### config.mk
export PLATFORM = sky130hd
export DESIGN_NAME = comm_block
export DESIGN_NICKNAME = d
export VERILOG_FILES = /design/src/design/comm_pkg.sv /design/src/design/byte_stream_if.sv /design/src/design/comm_tick_gen.sv /design/src/design/comm_rx_fifo.sv /design/src/design/comm_block.sv
export SDC_FILE = /design/constraint.sdc
export NUM_CORES = 1
export LEC_CHECK = 0
export BUFFER_PORTS_ARGS = -buffer_cell sky130_fd_sc_hd__clkbuf_2
export CORE_AREA = 2 2 91 115
export CTS_CLUSTER_SIZE = 24
export DETAILED_ROUTE_END_ITERATION = 12
export DIE_AREA = 0 0 93 117
export PLACE_DENSITY = 0.74
export SYNTH_ARGS = -nofsm -noshare
export SYNTH_HDL_FRONTEND = slang
export SYNTH_SLANG_ARGS = --single-unit
### constraint.sdc
create_clock -name i_core_clk -period 1.9 [get_ports i_core_clk]
set_input_delay 0.19 -clock i_core_clk [delete_from_list [all_inputs] [get_ports i_core_clk]]
set_output_delay 0.19 -clock i_core_clk [all_outputs]
set_load 0.005 [all_outputs]
### src/design/comm_pkg.sv
package comm_pkg;
  // function selected for the block
  typedef enum logic [1:0] {FN_UART_RX, FN_UART_TX, FN_SPI_MASTER, FN_OFF} comm_fn_t;
  // receiver sequence
  typedef enum logic [2:0] {RX_IDLE, RX_START, RX_DATA, RX_PARITY, RX_STOP} rx_state_t;
  // transmitter sequence
  typedef enum logic [2:0] {TX_IDLE, TX_START, TX_DATA, TX_PARITY, TX_STOP} tx_state_t;
  // spi master sequence
  typedef enum logic {SPI_IDLE, SPI_SHIFT} spi_state_t;

  localparam int DATA_W = 8;             // character width
  localparam int DIV_W = 8;              // baud divider width
  localparam int OVERSAMPLE = 8;         // ticks per uart bit
  localparam logic [2:0] TICK_LAST = 3'(OVERSAMPLE - 1);
  localparam logic [2:0] MID_TICK = 3'h3;    // fourth tick of a bit period
  localparam logic [2:0] BIT_LAST = 3'h7;    // index of last data bit
  localparam logic [3:0] SPI_EDGE_LAST = 4'hF; // 8 bits, two sclk edges each
  localparam int FIFO_DEPTH = 2;         // receive buffer entries
  // status vector layout
  localparam int STATUS_W = 6;
  localparam int ST_PARITY_ERR = 0;
  localparam int ST_FRAMING_ERR = 1;
  localparam int ST_OVERRUN = 2;
  localparam int ST_RX_FULL = 3;
  localparam int ST_TX_EMPTY = 4;
  localparam int ST_COMPLETE = 5;
  localparam logic [STATUS_W-1:0] STATUS_RST = 6'h00;
  localparam logic [DIV_W-1:0] DIV_RST = 8'h00;
  localparam logic [DATA_W-1:0] BYTE_RST = 8'h00;
endpackage

### src/design/byte_stream_if.sv
`timescale 1ns/1ns
// one byte stream with valid/ready handshake
interface byte_stream_if;
  logic valid; // word offered
  logic ready; // word accepted when both high
  logic [comm_pkg::DATA_W-1:0] data;
  modport src (output valid, output data, input ready);
  modport snk (input valid, input data, output ready);
endinterface

### src/design/comm_tick_gen.sv
`timescale 1ns/1ns
// divides the core clock into a one-cycle enable pulse
module comm_tick_gen (
  input wire logic i_core_clk,
  input wire logic i_rst,
  input wire logic i_run,
  input wire logic [comm_pkg::DIV_W-1:0] i_div,
  output logic o_tick
);
  import comm_pkg::*;
  logic [DIV_W-1:0] cnt_q; // counts down to the next pulse

  // reload on each pulse; a divisor of zero ticks every cycle
  always_ff @(posedge i_core_clk) begin
    if (i_rst || !i_run || cnt_q == DIV_RST) begin
      cnt_q <= i_div;
    end else begin
      cnt_q <= cnt_q - 1'b1;
    end
  end

  assign o_tick = i_run && (cnt_q == DIV_RST);
endmodule

### src/design/comm_rx_fifo.sv
`timescale 1ns/1ns
// two-entry receive buffer; its head is the readable receive byte
module comm_rx_fifo (
  input wire logic i_core_clk,
  input wire logic i_rst,
  byte_stream_if.snk wr,
  byte_stream_if.src rd
);
  import comm_pkg::*;
  logic [DATA_W-1:0] mem [FIFO_DEPTH]; // storage
  logic wr_ptr_q; // next slot to fill
  logic rd_ptr_q; // head slot
  logic [1:0] count_q; // entries held
  logic push;
  logic pop;

  assign wr.ready = (count_q != 2'(FIFO_DEPTH));
  assign rd.valid = (count_q != 2'h0);
  assign rd.data = mem[rd_ptr_q];
  assign push = wr.valid && wr.ready;
  assign pop = rd.valid && rd.ready;

  // storage has no reset; only valid entries are ever shown
  always_ff @(posedge i_core_clk) begin
    if (push) begin
      mem[wr_ptr_q] <= wr.data;
    end
  end

  // pointers and fill level
  always_ff @(posedge i_core_clk) begin
    if (i_rst) begin
      wr_ptr_q <= 1'b0;
      rd_ptr_q <= 1'b0;
      count_q <= 2'h0;
    end else begin
      if (push) begin
        wr_ptr_q <= ~wr_ptr_q;
      end
      if (pop) begin
        rd_ptr_q <= ~rd_ptr_q;
      end
      count_q <= count_q + 2'(push) - 2'(pop);
    end
  end
endmodule

### src/design/comm_block.sv
`timescale 1ns/1ns
// Functional notes
// RULE1 - receive 8-bit characters, strip framing, check parity
// RULE2 - completed byte moves to receive buffer
// RULE3 - receiver timed from eight-times baud tick
// RULE4 - start found, bits sampled four ticks in
// RULE5 - receive interrupt while buffer full, if enabled
// RULE6 - status read clears all but buffer full; the code also keeps transmit empty
// RULE7 - no further interrupt until buffer read
// RULE8 - missing stop flags framing error, may restart
// RULE9 - empty shifter loads buffer, sends full frame
// RULE10 - transmit buffer reusable once shifter loaded
// RULE11 - transmitter on eight-times tick, ignores input
// RULE12 - serial output idles high between characters
// RULE13 - transmit interrupt: buffer empty or complete
// RULE14 - software writes first byte before empty interrupts
// RULE15 - status read keeps empty; write clears it
// RULE16 - status held until cleared, interrupts suppressed
// RULE17 - spi write while idle starts full-duplex shift
// RULE18 - after eight bits, store and reload together
// RULE19 - all four spi clock modes selectable
// RULE20 - software writes filler byte per received byte
// RULE21 - spi clock is tick divided by two
// RULE22 - no slave select generated by master
// RULE23 - spi interrupt: buffer empty or complete
// RULE24 - spi status read keeps empty and full
module comm_block (
  input wire logic i_core_clk,
  input wire logic i_rst,
  input wire logic i_enable,
  input wire comm_pkg::comm_fn_t i_function,
  input wire logic [comm_pkg::DIV_W-1:0] i_clk_div,
  input wire logic i_parity_en,
  input wire logic i_parity_odd,
  input wire logic i_int_en,
  input wire logic i_int_sel,
  input wire logic i_cpol,
  input wire logic i_cpha,
  input wire logic i_serial_in,
  input wire logic i_tx_write,
  input wire logic [comm_pkg::DATA_W-1:0] i_tx_data,
  input wire logic i_rx_read,
  input wire logic i_status_read,
  output logic o_tx_ready,
  output logic o_rx_valid,
  output logic [comm_pkg::DATA_W-1:0] o_rx_data,
  output logic [comm_pkg::STATUS_W-1:0] o_status,
  output logic o_serial_out,
  output logic o_spi_clk,
  output logic o_irq
);
  import comm_pkg::*;

  logic tick; // selected baud or bit clock enable
  logic in_meta_q, in_q; // pin synchroniser
  logic is_rx, is_tx, is_spi;
  logic [STATUS_W-1:0] status_q; // flags, clear-on-read ones included
  logic tx_hold_valid_q; // transmit buffer occupied
  logic [DATA_W-1:0] tx_hold_q; // transmit buffer
  logic tx_take; // buffer moves into shifter this cycle
  logic push_valid_q; // byte offered to receive buffer
  logic [DATA_W-1:0] push_data_q;
  logic set_parity, set_framing, set_overrun, set_complete;
  byte_stream_if rx_in ();
  byte_stream_if rx_out ();

  assign is_rx = i_enable && (i_function == FN_UART_RX);
  assign is_tx = i_enable && (i_function == FN_UART_TX);
  assign is_spi = i_enable && (i_function == FN_SPI_MASTER);

  comm_tick_gen u_tick (
    .i_core_clk(i_core_clk),
    .i_rst(i_rst),
    .i_run(i_enable),
    .i_div(i_clk_div),
    .o_tick(tick)
  );

  // two flops before the pin reaches any logic
  always_ff @(posedge i_core_clk) begin
    if (i_rst) begin
      in_meta_q <= 1'b1;
      in_q <= 1'b1;
    end else begin
      in_meta_q <= i_serial_in;
      in_q <= in_meta_q;
    end
  end

  // ---------------- uart receiver ----------------
  rx_state_t rx_state_q;
  logic [2:0] rx_phase_q; // tick within the bit period
  logic [2:0] rx_bit_q; // data bit index
  logic [DATA_W-1:0] rx_shift_q;
  logic rx_mid; // sample point of the current bit
  logic rx_push, rx_perr, rx_ferr;

  assign rx_mid = tick && (rx_phase_q == MID_TICK); // RULE4

  // bit-period counter; restarts at a detected start edge
  always_ff @(posedge i_core_clk) begin
    if (i_rst || !is_rx || rx_state_q == RX_IDLE) begin
      rx_phase_q <= 3'h0;
    end else if (tick) begin
      rx_phase_q <= rx_phase_q + 3'h1; // RULE3
    end
  end

  // framing sequence, lsb first
  always_ff @(posedge i_core_clk) begin
    if (i_rst || !is_rx) begin
      rx_state_q <= RX_IDLE;
      rx_bit_q <= 3'h0;
      rx_shift_q <= BYTE_RST;
    end else begin
      case (rx_state_q)
        RX_IDLE: begin
          // low line at a tick is a start; also covers a missing stop
          if (tick && !in_q) begin
            rx_state_q <= RX_START; // RULE4 RULE8
          end
        end
        RX_START: begin
          // glitch that is high again mid-bit is not a start
          if (rx_mid) begin
            rx_state_q <= in_q ? RX_IDLE : RX_DATA; // RULE1
            rx_bit_q <= 3'h0;
          end
        end
        RX_DATA: begin
          if (rx_mid) begin
            rx_shift_q <= {in_q, rx_shift_q[DATA_W-1:1]};
            rx_bit_q <= rx_bit_q + 3'h1;
            if (rx_bit_q == BIT_LAST) begin
              rx_state_q <= i_parity_en ? RX_PARITY : RX_STOP;
            end
          end
        end
        RX_PARITY: begin
          if (rx_mid) begin
            rx_state_q <= RX_STOP;
          end
        end
        RX_STOP: begin
          if (rx_mid) begin
            rx_state_q <= RX_IDLE; // stop bit discarded
          end
        end
        default: rx_state_q <= RX_IDLE;
      endcase
    end
  end

  // parity bit remembered; checked at the stop sample
  logic rx_par_bit_q;
  always_ff @(posedge i_core_clk) begin
    if (i_rst) begin
      rx_par_bit_q <= 1'b0;
    end else if (rx_state_q == RX_PARITY && rx_mid) begin
      rx_par_bit_q <= in_q;
    end
  end

  assign rx_push = is_rx && rx_state_q == RX_STOP && rx_mid; // RULE2
  assign rx_ferr = rx_push && !in_q; // RULE8
  assign rx_perr = rx_push && i_parity_en &&
                   ((^rx_shift_q ^ rx_par_bit_q) != i_parity_odd); // RULE1

  // ---------------- uart transmitter ----------------
  tx_state_t tx_state_q;
  logic [2:0] tx_phase_q;
  logic [2:0] tx_bit_q;
  logic [DATA_W-1:0] tx_shift_q;
  logic tx_par_q; // running parity of sent data
  logic tx_line_q; // serial output level
  logic tx_bit_end; // last tick of the current bit

  assign tx_bit_end = tick && (tx_phase_q == TICK_LAST);

  // bit-period counter, eight ticks per bit
  always_ff @(posedge i_core_clk) begin
    if (i_rst || !is_tx || tx_state_q == TX_IDLE) begin
      tx_phase_q <= 3'h0;
    end else if (tick) begin
      tx_phase_q <= tx_phase_q + 3'h1; // RULE11
    end
  end

  // frame generation; serial input is never looked at here
  always_ff @(posedge i_core_clk) begin
    if (i_rst || !is_tx) begin
      tx_state_q <= TX_IDLE;
      tx_line_q <= 1'b1;
      tx_bit_q <= 3'h0;
      tx_shift_q <= BYTE_RST;
      tx_par_q <= 1'b0;
    end else begin
      case (tx_state_q)
        TX_IDLE: begin
          tx_line_q <= 1'b1; // RULE12
          if (tick && tx_hold_valid_q) begin
            tx_state_q <= TX_START; // RULE9
            tx_shift_q <= tx_hold_q;
            tx_line_q <= 1'b0;
            tx_par_q <= i_parity_odd;
            tx_bit_q <= 3'h0;
          end
        end
        TX_START: begin
          if (tx_bit_end) begin
            tx_state_q <= TX_DATA;
            tx_line_q <= tx_shift_q[0];
          end
        end
        TX_DATA: begin
          if (tx_bit_end) begin
            tx_par_q <= tx_par_q ^ tx_shift_q[0];
            tx_shift_q <= {1'b0, tx_shift_q[DATA_W-1:1]};
            tx_bit_q <= tx_bit_q + 3'h1;
            if (tx_bit_q == BIT_LAST) begin
              tx_state_q <= i_parity_en ? TX_PARITY : TX_STOP;
              tx_line_q <= i_parity_en ? (tx_par_q ^ tx_shift_q[0]) : 1'b1;
            end else begin
              tx_line_q <= tx_shift_q[1];
            end
          end
        end
        TX_PARITY: begin
          if (tx_bit_end) begin
            tx_state_q <= TX_STOP;
            tx_line_q <= 1'b1;
          end
        end
        TX_STOP: begin
          if (tx_bit_end) begin
            tx_state_q <= TX_IDLE; // RULE12
          end
        end
        default: tx_state_q <= TX_IDLE;
      endcase
    end
  end

  // ---------------- spi master ----------------
  spi_state_t spi_state_q;
  logic [3:0] spi_edge_q; // even: leading edge, odd: trailing
  logic [DATA_W-1:0] spi_shift_q;
  logic spi_samp_q; // bit caught on a leading edge
  logic spi_mosi_q;
  logic spi_sclk_q;
  logic spi_load, spi_done, spi_lead;

  assign spi_lead = !spi_edge_q[0];
  assign spi_done = is_spi && spi_state_q == SPI_SHIFT && tick &&
                    spi_edge_q == SPI_EDGE_LAST; // RULE18
  assign spi_load = is_spi && tx_hold_valid_q &&
                    (spi_state_q == SPI_IDLE || spi_done); // RULE17 RULE18

  // shifter: every tick is one sclk edge, so sclk is tick over two
  always_ff @(posedge i_core_clk) begin
    if (i_rst || !is_spi) begin
      spi_state_q <= SPI_IDLE;
      spi_edge_q <= 4'h0;
      spi_shift_q <= BYTE_RST;
      spi_samp_q <= 1'b0;
      spi_mosi_q <= 1'b0;
      spi_sclk_q <= i_cpol & i_enable;
    end else begin
      case (spi_state_q)
        SPI_IDLE: begin
          spi_sclk_q <= i_cpol; // RULE19
          if (spi_load) begin
            spi_state_q <= SPI_SHIFT;
            spi_shift_q <= tx_hold_q;
            spi_mosi_q <= tx_hold_q[DATA_W-1];
            spi_edge_q <= 4'h0;
          end
        end
        SPI_SHIFT: begin
          if (tick) begin
            spi_sclk_q <= ~spi_sclk_q; // RULE21
            spi_edge_q <= spi_edge_q + 4'h1;
            if (spi_lead) begin
              // mode 0/2 sample here, mode 1/3 drive here
              if (i_cpha) begin
                spi_mosi_q <= spi_shift_q[DATA_W-1]; // RULE19
              end else begin
                spi_samp_q <= in_q;
              end
            end else if (spi_done && spi_load) begin
              spi_shift_q <= tx_hold_q; // RULE18
              // mode 1/3: this is a sampling edge, new msb waits for the lead
              if (!i_cpha) begin
                spi_mosi_q <= tx_hold_q[DATA_W-1];
              end
            end else if (spi_done) begin
              spi_state_q <= SPI_IDLE;
            end else begin
              spi_shift_q <= {spi_shift_q[DATA_W-2:0], i_cpha ? in_q : spi_samp_q};
              if (!i_cpha) begin
                spi_mosi_q <= spi_shift_q[DATA_W-2];
              end
            end
          end
        end
        default: spi_state_q <= SPI_IDLE;
      endcase
    end
  end

  // ---------------- buffers and status ----------------
  assign tx_take = (is_tx && tx_state_q == TX_IDLE && tick && tx_hold_valid_q) ||
                   spi_load;

  // single-byte transmit buffer, free again once the shifter has it
  always_ff @(posedge i_core_clk) begin
    if (i_rst) begin
      tx_hold_valid_q <= 1'b0;
      tx_hold_q <= BYTE_RST;
    end else if (i_tx_write && o_tx_ready) begin
      tx_hold_valid_q <= 1'b1; // RULE10
      tx_hold_q <= i_tx_data;
    end else if (tx_take) begin
      tx_hold_valid_q <= 1'b0; // RULE10
    end
  end

  // received byte, last spi bit merged in for the done step
  always_ff @(posedge i_core_clk) begin
    if (i_rst) begin
      push_valid_q <= 1'b0;
      push_data_q <= BYTE_RST;
    end else begin
      push_valid_q <= rx_push || spi_done;
      push_data_q <= spi_done ?
        {spi_shift_q[DATA_W-2:0], i_cpha ? in_q : spi_samp_q} : rx_shift_q;
    end
  end

  assign rx_in.valid = push_valid_q;
  assign rx_in.data = push_data_q;
  assign rx_out.ready = i_rx_read; // RULE6 buffer read pops

  comm_rx_fifo u_fifo (
    .i_core_clk(i_core_clk),
    .i_rst(i_rst),
    .wr(rx_in.snk),
    .rd(rx_out.src)
  );

  assign set_parity = rx_perr;
  assign set_framing = rx_ferr;
  assign set_overrun = push_valid_q && !rx_in.ready; // word dropped when full
  assign set_complete = (is_tx && tx_state_q == TX_STOP && tx_bit_end) || spi_done;

  // clear-on-read flags: a set in the read cycle wins
  always_ff @(posedge i_core_clk) begin
    if (i_rst) begin
      status_q <= STATUS_RST;
    end else begin
      status_q[ST_PARITY_ERR] <= set_parity ||
        (status_q[ST_PARITY_ERR] && !i_status_read); // RULE6 RULE15 RULE24
      status_q[ST_FRAMING_ERR] <= set_framing ||
        (status_q[ST_FRAMING_ERR] && !i_status_read);
      status_q[ST_OVERRUN] <= set_overrun || (status_q[ST_OVERRUN] && !i_status_read);
      status_q[ST_COMPLETE] <= set_complete ||
        (status_q[ST_COMPLETE] && !i_status_read); // RULE13 RULE16
      status_q[ST_RX_FULL] <= rx_out.valid; // RULE6
      // empty only after a first byte was taken; a write clears it
      if (tx_take) begin
        status_q[ST_TX_EMPTY] <= 1'b1; // RULE14
      end else if (i_tx_write) begin
        status_q[ST_TX_EMPTY] <= 1'b0; // RULE15
      end
    end
  end

  // level interrupt: stays up until its status is cleared
  always_ff @(posedge i_core_clk) begin
    if (i_rst) begin
      o_irq <= 1'b0;
    end else if (is_rx) begin
      o_irq <= i_int_en && rx_out.valid; // RULE5 RULE7
    end else if (is_tx || is_spi) begin
      o_irq <= i_int_en && (i_int_sel ? status_q[ST_COMPLETE]
                                      : status_q[ST_TX_EMPTY]); // RULE13 RULE23 RULE16
    end else begin
      o_irq <= 1'b0;
    end
  end

  // no slave select here; software drives one from a spare pin
  assign o_tx_ready = !tx_hold_valid_q;
  assign o_rx_valid = rx_out.valid;
  assign o_rx_data = rx_out.data;
  assign o_status = status_q;
  assign o_serial_out = is_spi ? spi_mosi_q : tx_line_q;
  assign o_spi_clk = spi_sclk_q;
endmodule

==> summary.txt <==
WHS = 0.02574 ns
Final Hold Vio Count = 0
Number of global-route vias before repair = 3955
Die area = 10880 sq um
Htree depth = 3
First-pass DRT Iterations = 4
CTS Sinks = 109
Post-synthesis simple-gate area fraction = 20.59%
Largest family of logic cells by synthesized area = simple AND/OR/NAND/NOR gates
CTS root buffer = clkbuf_16
Die Y = 117 um
Largest net degree at the start of global routing = 32
GPL Wtd Cong = 0.8978
Clk buf depth = 2
Adder-Cell Fraction of Synth Area = 3.222%
Hold Crit Class = primary input to flip-flop
CTS buffer count = 9
Worst skew pair latency = 0.35 ns
Reg2Reg Depth = 7
Fmax achieved = 544.8 MHz
Initial antenna violation count = 0
Slew HR = 61.61%
Top cells by instance count after synthesis = dfxtp_1 (92), nor2_1 (57), nand2_1 (56)
Worst slew pin tran = 0.5745 ns
Syn. warnings = 0
TritonCTS clock tree = done
Fin Setup TNS = 0 ns
CP arrival = 2.08 ns
Number of port buffers = 49
Final max-slew violation count = 0
Ports = 50
Setup slack, reg-to-reg = 0.06 ns
Cell Pwr Density = 782.3 nW/um^2
Top cell type's share of synthesized area = 36.48%
P&R area growth vs syn = 17.22%
GR Util All Layers = 21.98%
FP Rows = 41
Syn_nets = 588
Critical path type = flip-flop to flip-flop
Via/cell ratio = 5.591
Startpoint Class = flip-flop
CP startpoint = u_tick.cnt_q[0]
DRC Markers = 0
Worst-path fanout max = 6
Leading post-synthesis cells by cell area = dfxtp_1 (36%), edfxtp_1 (10%), mux2i_1 (6.1%), a21oi_1 (4.5%), nor2_1 (4.2%)
Run status = completed
Mux cell area share after synthesis = 8.600%
Critical path endpoint category = flip-flop
Worst r2r src = u_tick.cnt_q[0]
Final setup vio count = 0
WL/cell = 16.10 um
XOR/XNOR Fraction of Synth Area = 4.089%
Synth area leader = dfxtp_1
Worst Clk Skew = 0.008152 ns
First-pass GRT wire length = 18660 um
Main synth FF type = dfxtp_1
Initial core utilization = 51.26%
Layout cells sized above 1 = 21.65%
Die W = 93 um
CP required = 2.14 ns
#FFs+latches synth = 109
Initial drt markers = 176
VDD IR-drop max = 0.4158 mV
Leakage dissipation = 2.223 nW
Cells after synthesis = 544
Synthesized area per cell = 9.281 sq um
Final std cells w/o fill = 734
WL final = 11820 um
Core Area = 9849 sq um
Antenna Cells = 0
Clk slew on worst S/H paths = 0.07 ns
GR Overflow Total = 0
Critical Path End = rx_bit_q[1]
Final Cycle Share = 96.60%
Number of nets in the layout = 644
Filler Cells Inserted = 868
Overall power consumption = 4.630 mW
Fin util = 60.09%
EDFF count, synth = 17
Post-route minimum period = 1.835 ns
R2R Path End = rx_bit_q[1]
ANT nets after route = 0
Synth cell types = 62
Synth Area in Compound Gates = 13.18%
Most numerous cell in the Yosys netlist = dfxtp_1
Synth Cell Area = 5049 sq um
Placed cell count = 716
Post-synth ARST share = 0%
Register area share after synthesis = 46.59%
Vias = 4104
Dpl hpwl = 8473 um
Max cap viols = 0
registers in the layout, summed over array words and instances (netlist names), 4 cells and up, named ones only:
signal        cells
o_status          6
spi_edge_q        4
push_data_q       8
rx_shift_q        8
tx_hold_q         8
u_tick.cnt_q      8
spi_shift_q       8
u_fifo.mem       16
tx_shift_q        8
cell families after synthesis:
group | after synthesis
AOI/OAI and AO/OA | 110
xor gates and xnor gates | 22
adders and majority gates | 13
buffers and inverters | 45
DFF | 109
muxes | 42
and+or+nand+nor | 203
worst max-delay path, stage by stage, from the launching register on:
cell and delay, ns:
dfxtp_2 0.33, inv_2 0.09, ha_4 0.14, and4bb_2 0.30, nand3_4 0.11, buf_6 0.15, or3_4 0.36, a32o_1 0.26
per-layer routing:
layer  share of wire, %  track usage (%)  vias to the layer above  routed length [um]
met5                  0                0                        -                   0
met4                2.4            8.922                        0                 281
met3                4.0            3.585                       22                 467
met2                 53            40.87                      100                6217
met1                 41            25.12                     1953                4849
li1                   -                -                     2029                   -
final cells by class:
| type | count | area [sq um] | area share [%] |
|---|---|---|---|
| Clock buffer | 10 | 229.0 | 3.869 |
| Tap cell | 129 | 161.4 | 2.727 |
| Multi-Input combinational cell | 390 | 2575 | 43.51 |
| Sequential cell | 109 | 2355 | 39.79 |
| Timing Repair Buffer | 76 | 484.2 | 8.182 |
| Inverter | 14 | 52.55 | 0.8879 |
| Clock inverter | 6 | 61.31 | 1.036 |
repair_timing:
item / CTS / global route
hold buffers: 0 / 0
setup endpoints to repair: 8 / 44
pin swaps: 0 / 5
setup buffers: 0 / 2
resized for setup: 3 / 19
stage by stage:
stage	cell area [sq um]	setup slack [ns]
3_3_place_gp	5533	0.01063
5_1_grt	5918	-0.02709
6_report	5918	0.06451
2_1_floorplan	5049	0.02606
3_5_place_dp	5533	-0.07338
4_1_cts	5839	0.001203
cell usage in the layout, fill, tap and decap left out, types with 4 or more instances in the layout:
cell        n
dfxtp_1    90
clkbuf_2   49
o21a_1      4
nand4_1     6
and3_1      5
a21oi_1    45
or2_2       5
clkbuf_16   9
nand3_1    16
a311oi_1    5
o21ai_0    26
mux2_2     11
nor3_1      6
buf_4      22
nor2_1     57
ha_1       11
edfxtp_1   17
nand2_1    56
xor2_1      5
xnor2_1    16
nor2b_1    12
nand2b_1    6
mux2i_1    30
inv_1      12
worst min-delay path by stage:
stage                      from   endpoint  slack [ns]  depth (start not counted)
floorplan           i_serial_in  in_meta_q        0.29                          1
global placement    i_serial_in  in_meta_q        0.38                          2
detailed placement  i_serial_in  in_meta_q        0.38                          2
CTS                 i_serial_in  in_meta_q        0.02                          2
global route        i_serial_in  in_meta_q        0.02                          2
finish              i_serial_in  in_meta_q        0.03                          2
power by group:
group	total [mW]	internal (mW)	switching, mW
sequential	2.44	2.38	0.0565
clock	1.85	1.02	0.828
combinational	0.340	0.157	0.183
total	4.63	3.56	1.07
Power figures use the tool's default switching activity.
